<file path="src/frd_pkg.sv">
/*
  Constants and types shared by the peripheral frame decoder files.
  Assumes word addresses of 22 bits, one address per 16-bit word.
*/
`default_nettype none

package frd_pkg;

  // Width of a word address on the processor and DMA buses.
  localparam int ADDR_W = 22;
  typedef logic [ADDR_W-1:0] frd_addr_type;

  // Region counts and positions inside the select vector.
  localparam int NUM_F0    = 9;
  localparam int NUM_PWM   = 6;
  localparam int NUM_CAP   = 6;
  localparam int NUM_REG   = 22;
  localparam int IDX_EMU   = 0;
  localparam int IDX_FLASH = 1;
  localparam int IDX_SEC   = 2;
  localparam int IDX_ADC   = 3;
  localparam int IDX_EMIF  = 4;
  localparam int IDX_TIMER = 5;
  localparam int IDX_INTX  = 6;
  localparam int IDX_VEC   = 7;
  localparam int IDX_DMA   = 8;
  localparam int IDX_PWM0  = 9;
  localparam int IDX_CAP0  = 15;
  localparam int IDX_SYS   = 21;

  // Frame zero regions, first and last word, in index order.
  localparam frd_addr_type F0_BASE [NUM_F0] = '{
    22'h000880, 22'h000a80, 22'h000ae0, 22'h000b00, 22'h000b20,
    22'h000c00, 22'h000ce0, 22'h000d00, 22'h001000};
  localparam frd_addr_type F0_LAST [NUM_F0] = '{
    22'h0009ff, 22'h000adf, 22'h000aef, 22'h000b0f, 22'h000b3f,
    22'h000c3f, 22'h000cff, 22'h000dff, 22'h0011ff};

  // Frame zero regions whose writes need the protection to be lifted.
  localparam logic [NUM_F0-1:0] F0_PROTECTED = 9'h197;

  // Pulse-width, capture and system control windows.
  localparam frd_addr_type PWM_F1_BASE = 22'h006800;
  localparam frd_addr_type PWM_F3_BASE = 22'h005800;
  localparam frd_addr_type PWM_WORDS   = 22'h000040;
  localparam frd_addr_type CAP_BASE    = 22'h006a00;
  localparam frd_addr_type CAP_WORDS   = 22'h000020;
  localparam frd_addr_type SYS_BASE    = 22'h007010;
  localparam frd_addr_type SYS_LAST    = 22'h00702f;

  // Remap configuration register word and its remap bit.
  localparam frd_addr_type REMAP_ADDR = 22'h00702e;
  localparam int           REMAP_BIT  = 0;

  // Wait states of the dual-mapped converter results region.
  localparam int         WAIT_W       = 2;
  localparam logic [1:0] WAIT_CPU_ADC = 2'h1;
  localparam logic [1:0] WAIT_DMA_ADC = 2'h0;
  localparam logic [1:0] WAIT_NONE    = 2'h0;

  // One-hot route of an access.
  typedef enum logic [3:0] {
    FRAME_NONE  = 4'h0,
    FRAME_ZERO  = 4'h1,
    FRAME_ONE   = 4'h2,
    FRAME_TWO   = 4'h4,
    FRAME_THREE = 4'h8
  } frd_frame_type;

endpackage

`default_nettype wire

</file>
<file path="src/frd_wait_if.sv">
/*
  Handshake between the decoder and its wait-state timer.
  Assumes both ends run on the same clock.
*/
`timescale 1ns/1ns
`default_nettype none

interface frd_wait_if;
  import frd_pkg::*;
  logic              start;   // Loads the timer, one-cycle pulse.
  logic [WAIT_W-1:0] cycles;  // Wait states to insert, nonzero on start.
  logic              busy;    // Timer is counting.
  logic              expire;  // Last wait cycle.
  modport ctrl  (output start, output cycles, input busy, input expire);
  modport timer (input start, input cycles, output busy, output expire);
endinterface

`default_nettype wire

</file>
<file path="src/frd_decoder.sv">
/*
  Peripheral frame decoder: steers processor and DMA accesses to one
  register region, gates protected writes and inserts wait states.
  Assumes masters hold a request steady until its acknowledge pulse, and
  that the protection instructions arrive as one-cycle pulses.
*/
// Overview of operation
// - Frame zero routed on processor memory bus.
// - Frame one routed to 32-bit peripheral bus.
// - Frame two routed to 16-bit peripheral bus.
// - Frame three on 32-bit bus, DMA reachable.
// - Frame zero takes 16 and 32-bit accesses.
// - Protected writes dropped until protection lifted.
// - Restore instruction blocks protected writes again.
// - Flash writes also blocked while security locked.
// - Converter results read-only, DMA 0, CPU 1 wait.
// - Emulation region decoded, write protected.
// - Flash region decoded, write protected.
// - Code security region decoded, write protected.
// - External memory interface region decoded, protected.
// - Timer region decoded, writes always allowed.
// - Interrupt expansion region decoded, writes allowed.
// - Vector table region decoded, write protected.
// - DMA register region decoded, write protected.
// - Six pulse-width windows of 64 words.
// - Six capture windows of 32 words.
// - System control region decoded on 16-bit bus.
// - Remap bit moves pulse-width modules to frame three.
`timescale 1ns/1ns
`default_nettype none

module frd_decoder
  import frd_pkg::*;
(
  input  wire logic          CLOCK,
  input  wire logic          RSTN,
  input  wire logic          CPU_REQ,
  input  wire frd_addr_type  CPU_ADDR,
  input  wire logic          CPU_WR,
  input  wire logic          CPU_WIDE,
  input  wire logic          CPU_WDATA_LSB,
  input  wire logic          DMA_REQ,
  input  wire frd_addr_type  DMA_ADDR,
  input  wire logic          DMA_WR,
  input  wire logic          DMA_WIDE,
  input  wire logic          PROT_LIFT,
  input  wire logic          PROT_RESTORE,
  input  wire logic          SEC_LOCKED,
  output logic               CPU_ACK,
  output logic               DMA_ACK,
  output logic [NUM_REG-1:0] REGION_SEL,
  output frd_frame_type      FRAME_SEL,
  output frd_addr_type       BUS_ADDR,
  output logic               BUS_WR,
  output logic               BUS_WIDE,
  output logic               BUS_DMA,
  output logic               WR_BLOCKED,
  output logic               NO_TARGET,
  output logic               PROT_OPEN,
  output logic               PWM_REMAP
);

  frd_wait_if wt ();  // Wait-state handshake.

  logic               open_q;      // Protection lifted.
  logic               remap_q;     // Pulse-width modules in frame three.
  logic               owner_dma_q; // Master of the held access.
  logic               grant_dma;   // DMA request taken this cycle.
  logic               grant_cpu;   // Processor request taken this cycle.
  logic               accept;      // Some request taken this cycle.
  frd_addr_type       acc_addr;    // Address of the chosen request.
  logic               acc_wr;      // Chosen request writes.
  logic               acc_wide;    // Chosen request is 32 bits wide.
  logic [NUM_F0-1:0]  f0_hit;      // Frame zero region hits.
  logic [NUM_PWM-1:0] pwm1_hit;    // Pulse-width hits at frame one.
  logic [NUM_PWM-1:0] pwm3_hit;    // Pulse-width hits at frame three.
  logic [NUM_PWM-1:0] pwm_hit;     // Pulse-width hits in the live frame.
  logic [NUM_CAP-1:0] cap_hit;     // Capture module hits.
  logic               sys_hit;     // System control hit.
  logic [NUM_REG-1:0] region_hit;  // All hits, one-hot or zero.
  frd_frame_type      frame_d;     // Route of the chosen request.
  logic               prot_hit;    // Target word is write protected.
  logic               blocked_d;   // Write must be dropped.
  logic               refuse_d;    // Access reaches no region.
  logic               pass_d;      // Access goes out to a region.
  logic [WAIT_W-1:0]  wait_d;      // Wait states for this access.

  // The DMA engine wins a tie, as it feeds time-critical peripherals.
  // A master whose acknowledge is showing is not taken again that edge.
  always_comb begin
    grant_dma = DMA_REQ && !DMA_ACK && !wt.busy;
    grant_cpu = CPU_REQ && !CPU_ACK && !wt.busy && !grant_dma;
    accept    = grant_dma || grant_cpu;
    acc_addr  = grant_dma ? DMA_ADDR : CPU_ADDR;
    acc_wr    = grant_dma ? DMA_WR : CPU_WR;
    acc_wide  = grant_dma ? DMA_WIDE : CPU_WIDE;
  end

  // One window comparator per frame zero region.
  for (genvar i = 0; i < NUM_F0; i++) begin : g_f0
    frd_range_match #(.BASE(F0_BASE[i]), .LAST(F0_LAST[i])) u_match (
      .addr (acc_addr),
      .hit  (f0_hit[i])
    );
  end

  // Pulse-width windows exist at both frames; the remap bit picks one.
  for (genvar i = 0; i < NUM_PWM; i++) begin : g_pwm
    localparam frd_addr_type OFS = frd_addr_type'(i) * PWM_WORDS;
    frd_range_match #(.BASE(PWM_F1_BASE + OFS),
                      .LAST(PWM_F1_BASE + OFS + PWM_WORDS - 22'h000001)) u_f1 (
      .addr (acc_addr),
      .hit  (pwm1_hit[i])
    );
    frd_range_match #(.BASE(PWM_F3_BASE + OFS),
                      .LAST(PWM_F3_BASE + OFS + PWM_WORDS - 22'h000001)) u_f3 (
      .addr (acc_addr),
      .hit  (pwm3_hit[i])
    );
  end

  // Capture modules sit back to back from the first base.
  for (genvar i = 0; i < NUM_CAP; i++) begin : g_cap
    localparam frd_addr_type OFS = frd_addr_type'(i) * CAP_WORDS;
    frd_range_match #(.BASE(CAP_BASE + OFS),
                      .LAST(CAP_BASE + OFS + CAP_WORDS - 22'h000001)) u_match (
      .addr (acc_addr),
      .hit  (cap_hit[i])
    );
  end

  // System control window on the narrow bus.
  frd_range_match #(.BASE(SYS_BASE), .LAST(SYS_LAST)) u_sys (
    .addr (acc_addr),
    .hit  (sys_hit)
  );

  // Route and gate the chosen access. The windows never overlap, so the
  // hit vector is one-hot or empty without any priority logic.
  always_comb begin
    pwm_hit    = remap_q ? pwm3_hit : pwm1_hit;
    region_hit = {sys_hit, cap_hit, pwm_hit, f0_hit};
    if (|f0_hit) begin
      frame_d = FRAME_ZERO;
    end else if ((|pwm_hit) && remap_q) begin
      frame_d = FRAME_THREE;
    end else if ((|pwm_hit) || (|cap_hit)) begin
      frame_d = FRAME_ONE;
    end else if (sys_hit) begin
      frame_d = FRAME_TWO;
    end else begin
      frame_d = FRAME_NONE;
    end
    prot_hit  = (|(f0_hit & F0_PROTECTED)) || (acc_addr == REMAP_ADDR);
    blocked_d = acc_wr && ((prot_hit && !open_q)
                           || f0_hit[IDX_ADC]
                           || (f0_hit[IDX_FLASH] && SEC_LOCKED));
    // The DMA engine reaches only frame three and the converter results;
    // a wide access cannot be carried by the narrow bus.
    refuse_d  = (frame_d == FRAME_NONE)
                || (grant_dma && !f0_hit[IDX_ADC] && frame_d != FRAME_THREE)
                || (acc_wide && frame_d == FRAME_TWO);
    pass_d    = !refuse_d && !blocked_d;
    if (pass_d && f0_hit[IDX_ADC]) begin
      wait_d = grant_dma ? WAIT_DMA_ADC : WAIT_CPU_ADC;
    end else begin
      wait_d = WAIT_NONE;
    end
    wt.start  = accept && (wait_d != WAIT_NONE);
    wt.cycles = wait_d;
  end

  frd_wait_timer u_wait (
    .clk   (CLOCK),
    .rst_n (RSTN),
    .wt    (wt)
  );

  // Protection flag. Restore wins a tie so that stray code stays fenced.
  always_ff @(posedge CLOCK or negedge RSTN) begin
    if (!RSTN) begin
      open_q <= 1'b0;
    end else if (PROT_RESTORE) begin
      open_q <= 1'b0;
    end else if (PROT_LIFT) begin
      open_q <= 1'b1;
    end
  end

  // Shadow of the remap bit, caught from passing processor writes. The
  // access that writes it is still decoded with the old setting.
  always_ff @(posedge CLOCK or negedge RSTN) begin
    if (!RSTN) begin
      remap_q <= 1'b0;
    end else if (grant_cpu && acc_wr && pass_d && acc_addr == REMAP_ADDR) begin
      remap_q <= CPU_WDATA_LSB;
    end
  end

  // Select and bus outputs; they stand through any wait states, and all but
  // BUS_ADDR and BUS_DMA clear when the timer goes idle with nothing new taken.
  always_ff @(posedge CLOCK or negedge RSTN) begin
    if (!RSTN) begin
      REGION_SEL  <= '0;
      FRAME_SEL   <= FRAME_NONE;
      BUS_ADDR    <= '0;
      BUS_WR      <= 1'b0;
      BUS_WIDE    <= 1'b0;
      BUS_DMA     <= 1'b0;
      owner_dma_q <= 1'b0;
    end else if (accept) begin
      REGION_SEL  <= pass_d ? region_hit : '0;
      FRAME_SEL   <= pass_d ? frame_d : FRAME_NONE;
      BUS_ADDR    <= acc_addr;
      BUS_WR      <= acc_wr && pass_d;
      BUS_WIDE    <= acc_wide && pass_d;
      BUS_DMA     <= grant_dma;
      owner_dma_q <= grant_dma;
    end else if (!wt.busy) begin
      REGION_SEL  <= '0;
      FRAME_SEL   <= FRAME_NONE;
      BUS_WR      <= 1'b0;
      BUS_WIDE    <= 1'b0;
    end
  end

  // Acknowledges: at once without wait states, else on the expire edge.
  always_ff @(posedge CLOCK or negedge RSTN) begin
    if (!RSTN) begin
      CPU_ACK <= 1'b0;
      DMA_ACK <= 1'b0;
    end else begin
      CPU_ACK <= (grant_cpu && wait_d == WAIT_NONE) || (wt.expire && !owner_dma_q);
      DMA_ACK <= (grant_dma && wait_d == WAIT_NONE) || (wt.expire && owner_dma_q);
    end
  end

  // Error pulses ride with the acknowledge of the refused access.
  always_ff @(posedge CLOCK or negedge RSTN) begin
    if (!RSTN) begin
      WR_BLOCKED <= 1'b0;
      NO_TARGET  <= 1'b0;
    end else begin
      WR_BLOCKED <= accept && !refuse_d && blocked_d;
      NO_TARGET  <= accept && refuse_d;
    end
  end

  // Status copies for the rest of the chip.
  always_ff @(posedge CLOCK or negedge RSTN) begin
    if (!RSTN) begin
      PROT_OPEN <= 1'b0;
      PWM_REMAP <= 1'b0;
    end else begin
      PROT_OPEN <= open_q;
      PWM_REMAP <= remap_q;
    end
  end
endmodule // frd_decoder

`default_nettype wire

</file>
<file path="src/frd_range_match.sv">
/*
  Compares one word address against an inclusive address window.
  Assumes the window bounds are constants fixed at elaboration.
*/
`timescale 1ns/1ns
`default_nettype none

module frd_range_match
  import frd_pkg::*;
#(
  parameter frd_addr_type BASE = '0,
  parameter frd_addr_type LAST = '0
) (
  input  wire frd_addr_type addr,
  output logic              hit
);

  // Pure comparison, so the decoder keeps one registered stage only.
  always_comb begin
    hit = (addr >= BASE) && (addr <= LAST);
  end

endmodule // frd_range_match

`default_nettype wire

</file>
<file path="src/frd_wait_timer.sv">
/*
  Down counter that inserts wait states for a held access.
  Assumes start arrives only while the timer is idle.
*/
`timescale 1ns/1ns
`default_nettype none

module frd_wait_timer
  import frd_pkg::*;
(
  input  wire logic clk,
  input  wire logic rst_n,
  frd_wait_if.timer wt
);

  logic [WAIT_W-1:0] cnt_q;  // Remaining wait cycles.

  // Load on start, then count down to idle.
  always_ff @(posedge clk or negedge rst_n) begin
    if (!rst_n) begin
      cnt_q <= '0;
    end else if (wt.start) begin
      cnt_q <= wt.cycles;
    end else if (cnt_q != '0) begin
      cnt_q <= cnt_q - 2'h1;
    end
  end

  // The expire cycle is still busy, which keeps the select standing.
  always_comb begin
    wt.busy   = (cnt_q != '0);
    wt.expire = (cnt_q == 2'h1);
  end

endmodule // frd_wait_timer

`default_nettype wire

</file>
<file path="config.mk">
export PLATFORM = sky130hd
export DESIGN_NAME = frd_decoder
export DESIGN_NICKNAME = d
export VERILOG_FILES = /design/src/frd_pkg.sv /design/src/frd_wait_if.sv /design/src/frd_decoder.sv /design/src/frd_range_match.sv /design/src/frd_wait_timer.sv
export SDC_FILE = /design/constraint.sdc
export NUM_CORES = 1
export LEC_CHECK = 0
export BUFFER_PORTS_ARGS = -buffer_cell sky130_fd_sc_hd__buf_2
export CAP_MARGIN = 20
export CORE_MARGIN = 10
export CORE_UTILIZATION = 34
export CTS_CLUSTER_DIAMETER = 50
export CTS_CLUSTER_SIZE = 14
export DETAILED_ROUTE_END_ITERATION = 12
export GPL_TIMING_DRIVEN = 0
export HOLD_SLACK_MARGIN = 0.15
export PLACE_DENSITY = 0.59
export SETUP_SLACK_MARGIN = 0.2
export SYNTH_ARGS = -nofsm -noshare
export SYNTH_HDL_FRONTEND = slang
export SYNTH_SLANG_ARGS = --single-unit
</file>
<file path="constraint.sdc">
create_clock -name CLOCK -period 2.8 [get_ports CLOCK]
set_input_delay 0.14 -clock CLOCK [delete_from_list [all_inputs] [get_ports CLOCK]]
set_output_delay 0.14 -clock CLOCK [all_outputs]
set_load 0.05 [all_outputs]
</file>
==> summary.txt <==
Power
  • Clock power frac: 22.2%
  • Net Sw Power: 2420 uW
  • Pwr Density: 739 nW/um2
  • Int Pwr: 2590 uW
  • Worst IR Drop VDD: 0.433 mV
  • Leakage power: 0.00289 uW
  • Switching portion of total power: 48.3%
  • Reg power frac: 24.0%
  • Comb power frac: 53.8%

Setup path
  • Crit path max fanout: 5
  • WP data arrival: 3.47 ns
  • Req. time, crit path: 3.02 ns
  • Crit path kind: reg -> reg
  • Startpoint types: register
  • CP Capture Type: register
  • Setup slack, reg-to-reg: -0.46 ns

Clock network
  • Clock sink count: 61
  • Worst-path clk slew: 0.05 ns
  • Longest Clk Path Bufs: 2
  • Clock root buffer: clkbuf_16
  • Clock Latency Late Sink: 0.35 ns
  • Num CTS Buffers: 9
  • CTS tree: yes
  • H-tree depth: 3

Floorplanning
  • Die W: 136 um
  • Num rows: 42
  • Die Ht: 136 um
  • Die area: 18400 um2
  • Ports: 113
  • Total core area: 13200 um2
  • Initial Util: 34.5%

Routing
  • Vias per inst: 6.11
  • First-pass detailed-route iteration total: 6
  • Initial DRC Count: 725
  • Wire per inst: 24.0 um
  • Vias: 5733
  • Drt drc: 0
  • Routed Antenna Nets: 0
  • Final wirelength: 22500 um

Global routing
  • Initial antenna violation count: 0
  • Total grt overflow: 0
  • Total GRT Usage: 24.1%
  • Vias in the first global route: 5793
  • First-pass GRT wire length: 34300 um
  • Largest net degree at the start of global routing: 38

Placement
  • Placer Congestion: 0.988
  • Port buffer count: 109
  • DP Area: 5410 um2
  • DP HPWL: 16400 um

Flow run
  • MaxCap Viol Count: 0

STA
  • RSZ-0062 raised after global routing: true
  • F_max: 307 MHz
  • Worst Max-Slew Pin Slew: 0.952 ns
  • Sum Neg Setup Slack: -12.03 ns
  • Count of final setup violators: 31
  • Worst setup margin: -0.456 ns
  • Slew headroom: 35.9%
  • Min Hold Slack: 0.194 ns
  • Clock period minus worst slack: 3.26 ns
  • Period utilization: 116%
  • Max-slew violations: 0
  • Final Hold Viols: 0
  • Worst Clk Skew: 0.00457 ns

Synthesis
  • Mapped Nets: 627
  • Synth warn: 0
  • Dominant cells by area after synthesis: dfrtp_1 34%, nand2_1 6.4%, nor2_1 4.5%, o2bb2ai_1 4.0%, nand3_1 3.2%
  • EDFF count, synth: 0
  • Async set-reset flop share out of synthesis: 100%
  • Cell accounting for the most synthesized area: dfrtp_1
  • Synth top area share: 33.6%
  • Yosys reg bits: 61
  • Mean Syn Cell Area: 8.01 um2
  • Post-Synthesis Cells: 568
  • Synth cell types: 73
  • Sequential cell area fraction in the yosys report: 33.6%
  • Prevailing post-synth register cell: dfrtp_1
  • Mapped Area: 4550 um2

Finish
  • P&R area growth vs syn: 49.0%
  • Footprint of the multi-input gates: 3210 um2
  • Share of layout cells above drive strength 1: 35.0%
  • Final Cell Area: 6780 um2
  • Net count reported at finish: 816
  • Sequential cell area: 1530 um2
  • Post-layout util: 51.4%
  • Most frequent cells in the layout: 112 x buf_2, 76 x nand2_1, 60 x dfrtp_1
  • Most common cell after layout, fill and taps aside: buf_2
  • # fillers: 1270

Min path
  • Hold Crit Class: in -> reg

Outcome
  • Outcome: complete, but fails checks
  • Failing checks: negative setup slack
[worst max-delay path: stages, from the launching register on]
cell and delay [ns]:
dfrtp_1 0.38, inv_2 0.08, ha_4 0.14, and3b_1 0.17, buf_6 0.13, buf_12 0.11, buf_12 0.11, mux2i_4 0.22
a222oi_1 0.09, o211ai_1 0.33, nand4_1 0.21, or4_4 0.60, o21ai_4 0.30, buf_6 0.19, o2bb2ai_2 0.05
[per-stage QoR]
step | instances | power [uW] | worst slack (ns)
after floorplan | 568 | 2800 | -0.00688
after global placement | 853 | 3510 | -0.992
after detailed placement | 854 | 3520 | -0.984
after CTS | 934 | 4950 | -0.353
after global routing | 938 | 5250 | -0.510
final | 939 | 5010 | -0.456
[logic make-up after synthesis]
group                      Yosys count  synth area share (%)
DFF                                 61                  33.6
adders and majority gates            3                 0.825
muxes                               17                  3.91
AOI/OAI and AO/OA                  143                  23.3
and+or+nand+nor                    278                  32.2
buffers and inverters               64                  5.86
xor gates and xnor gates             2                 0.385
[area by class of cell]
cell class                 count  share of cell area, %
timing repair buffer         178                   17.3
clock buffer                  15                   3.80
multi-input combinational    443                   47.4
inverter                      16                  0.886
buffer                        48                   4.39
antenna                        1                 0.0369
clock inverter                 1                  0.443
sequential                    61                   22.5
tap                          176                   3.25
[path summary, 6_finish.rpt]
path,from,endpoint,cells past startpoint
setup reg to reg,u_wait.cnt_q[1],FRAME_SEL[0],14
min in group asynchronous,RSTN,BUS_ADDR[3],2
hold / removal,DMA_REQ,owner_dma_q,3
hold reg to reg,open_q,PROT_OPEN,0
setup / recovery,u_wait.cnt_q[1],FRAME_SEL[0],14
max in group asynchronous,RSTN,REGION_SEL[19],3
[power by group through the flow]
stage / registers (uW) / logic, uW / clock network, uW
after detailed placement: 1220 / 2310 / 0
after global placement: 1210 / 2310 / 0
after floorplan: 1850 / 951 / 0
final: 1200 / 2700 / 1110
after global routing: 1230 / 2850 / 1170
after CTS: 1200 / 2620 / 1130
[Yosys cell counts, types with 3 or more instances]
cell       number
and2_1          6
o41ai_1         4
and3_1          3
nor2_1         55
a22o_1          6
buf_1           4
buf_4           4
nand4bb_1       3
o31ai_1         5
nand4_1        17
clkbuf_1       31
nand2_1        78
nand3b_1        7
o21ai_0        18
o211ai_1        7
and4b_1         3
nand2b_1        6
or3_1           4
ha_1            3
mux2_2          6
a21oi_1        21
nor4bb_1        7
nor4_1         16
o2bb2ai_1      21
buf_2           9
nor3b_1         4
or4_1           5
or2_2           5
dfrtp_1        61
mux2i_1        11
inv_1          16
nor4b_1         3
nand3_1        29
o2111ai_1       4
nand4b_1        6
a31oi_1        22
nor3_1         13
[registers in the layout (all words and copies together), names as in the netlist]
| register | cells |
|---|---|
| BUS_ADDR | 22 |
| REGION_SEL | 22 |
| FRAME_SEL | 4 |
| u_wait.cnt_q | 2 |
| BUS_WIDE | 1 |
| BUS_WR | 1 |
| CPU_ACK | 1 |
| DMA_ACK | 1 |
| NO_TARGET | 1 |
| PROT_OPEN | 1 |
| PWM_REMAP | 1 |
| WR_BLOCKED | 1 |
| open_q | 1 |
| owner_dma_q | 1 |
| remap_q | 1 |
[what timing repair did]
item / CTS / global route
setup endpoints to repair: 58 / 56
gates resized for setup: 85 / 25
cloned: 2 / 0
endpoints found under the hold margin: 38 / 0
pin swaps: 42 / 11
hold buffers: 28 / 0
buffers inserted: 34 / 4
[per-layer routing]
metal  vias to the layer above  wire length, um  track usage (%)
met1                      2809             9310             30.5
li1                       2536                -                -
met5                         -                0                0
met4                         0              727             8.85
met3                        62             1910             5.93
met2                       326            10600             38.7
Note: power is estimated with default switching activity, not from simulation.
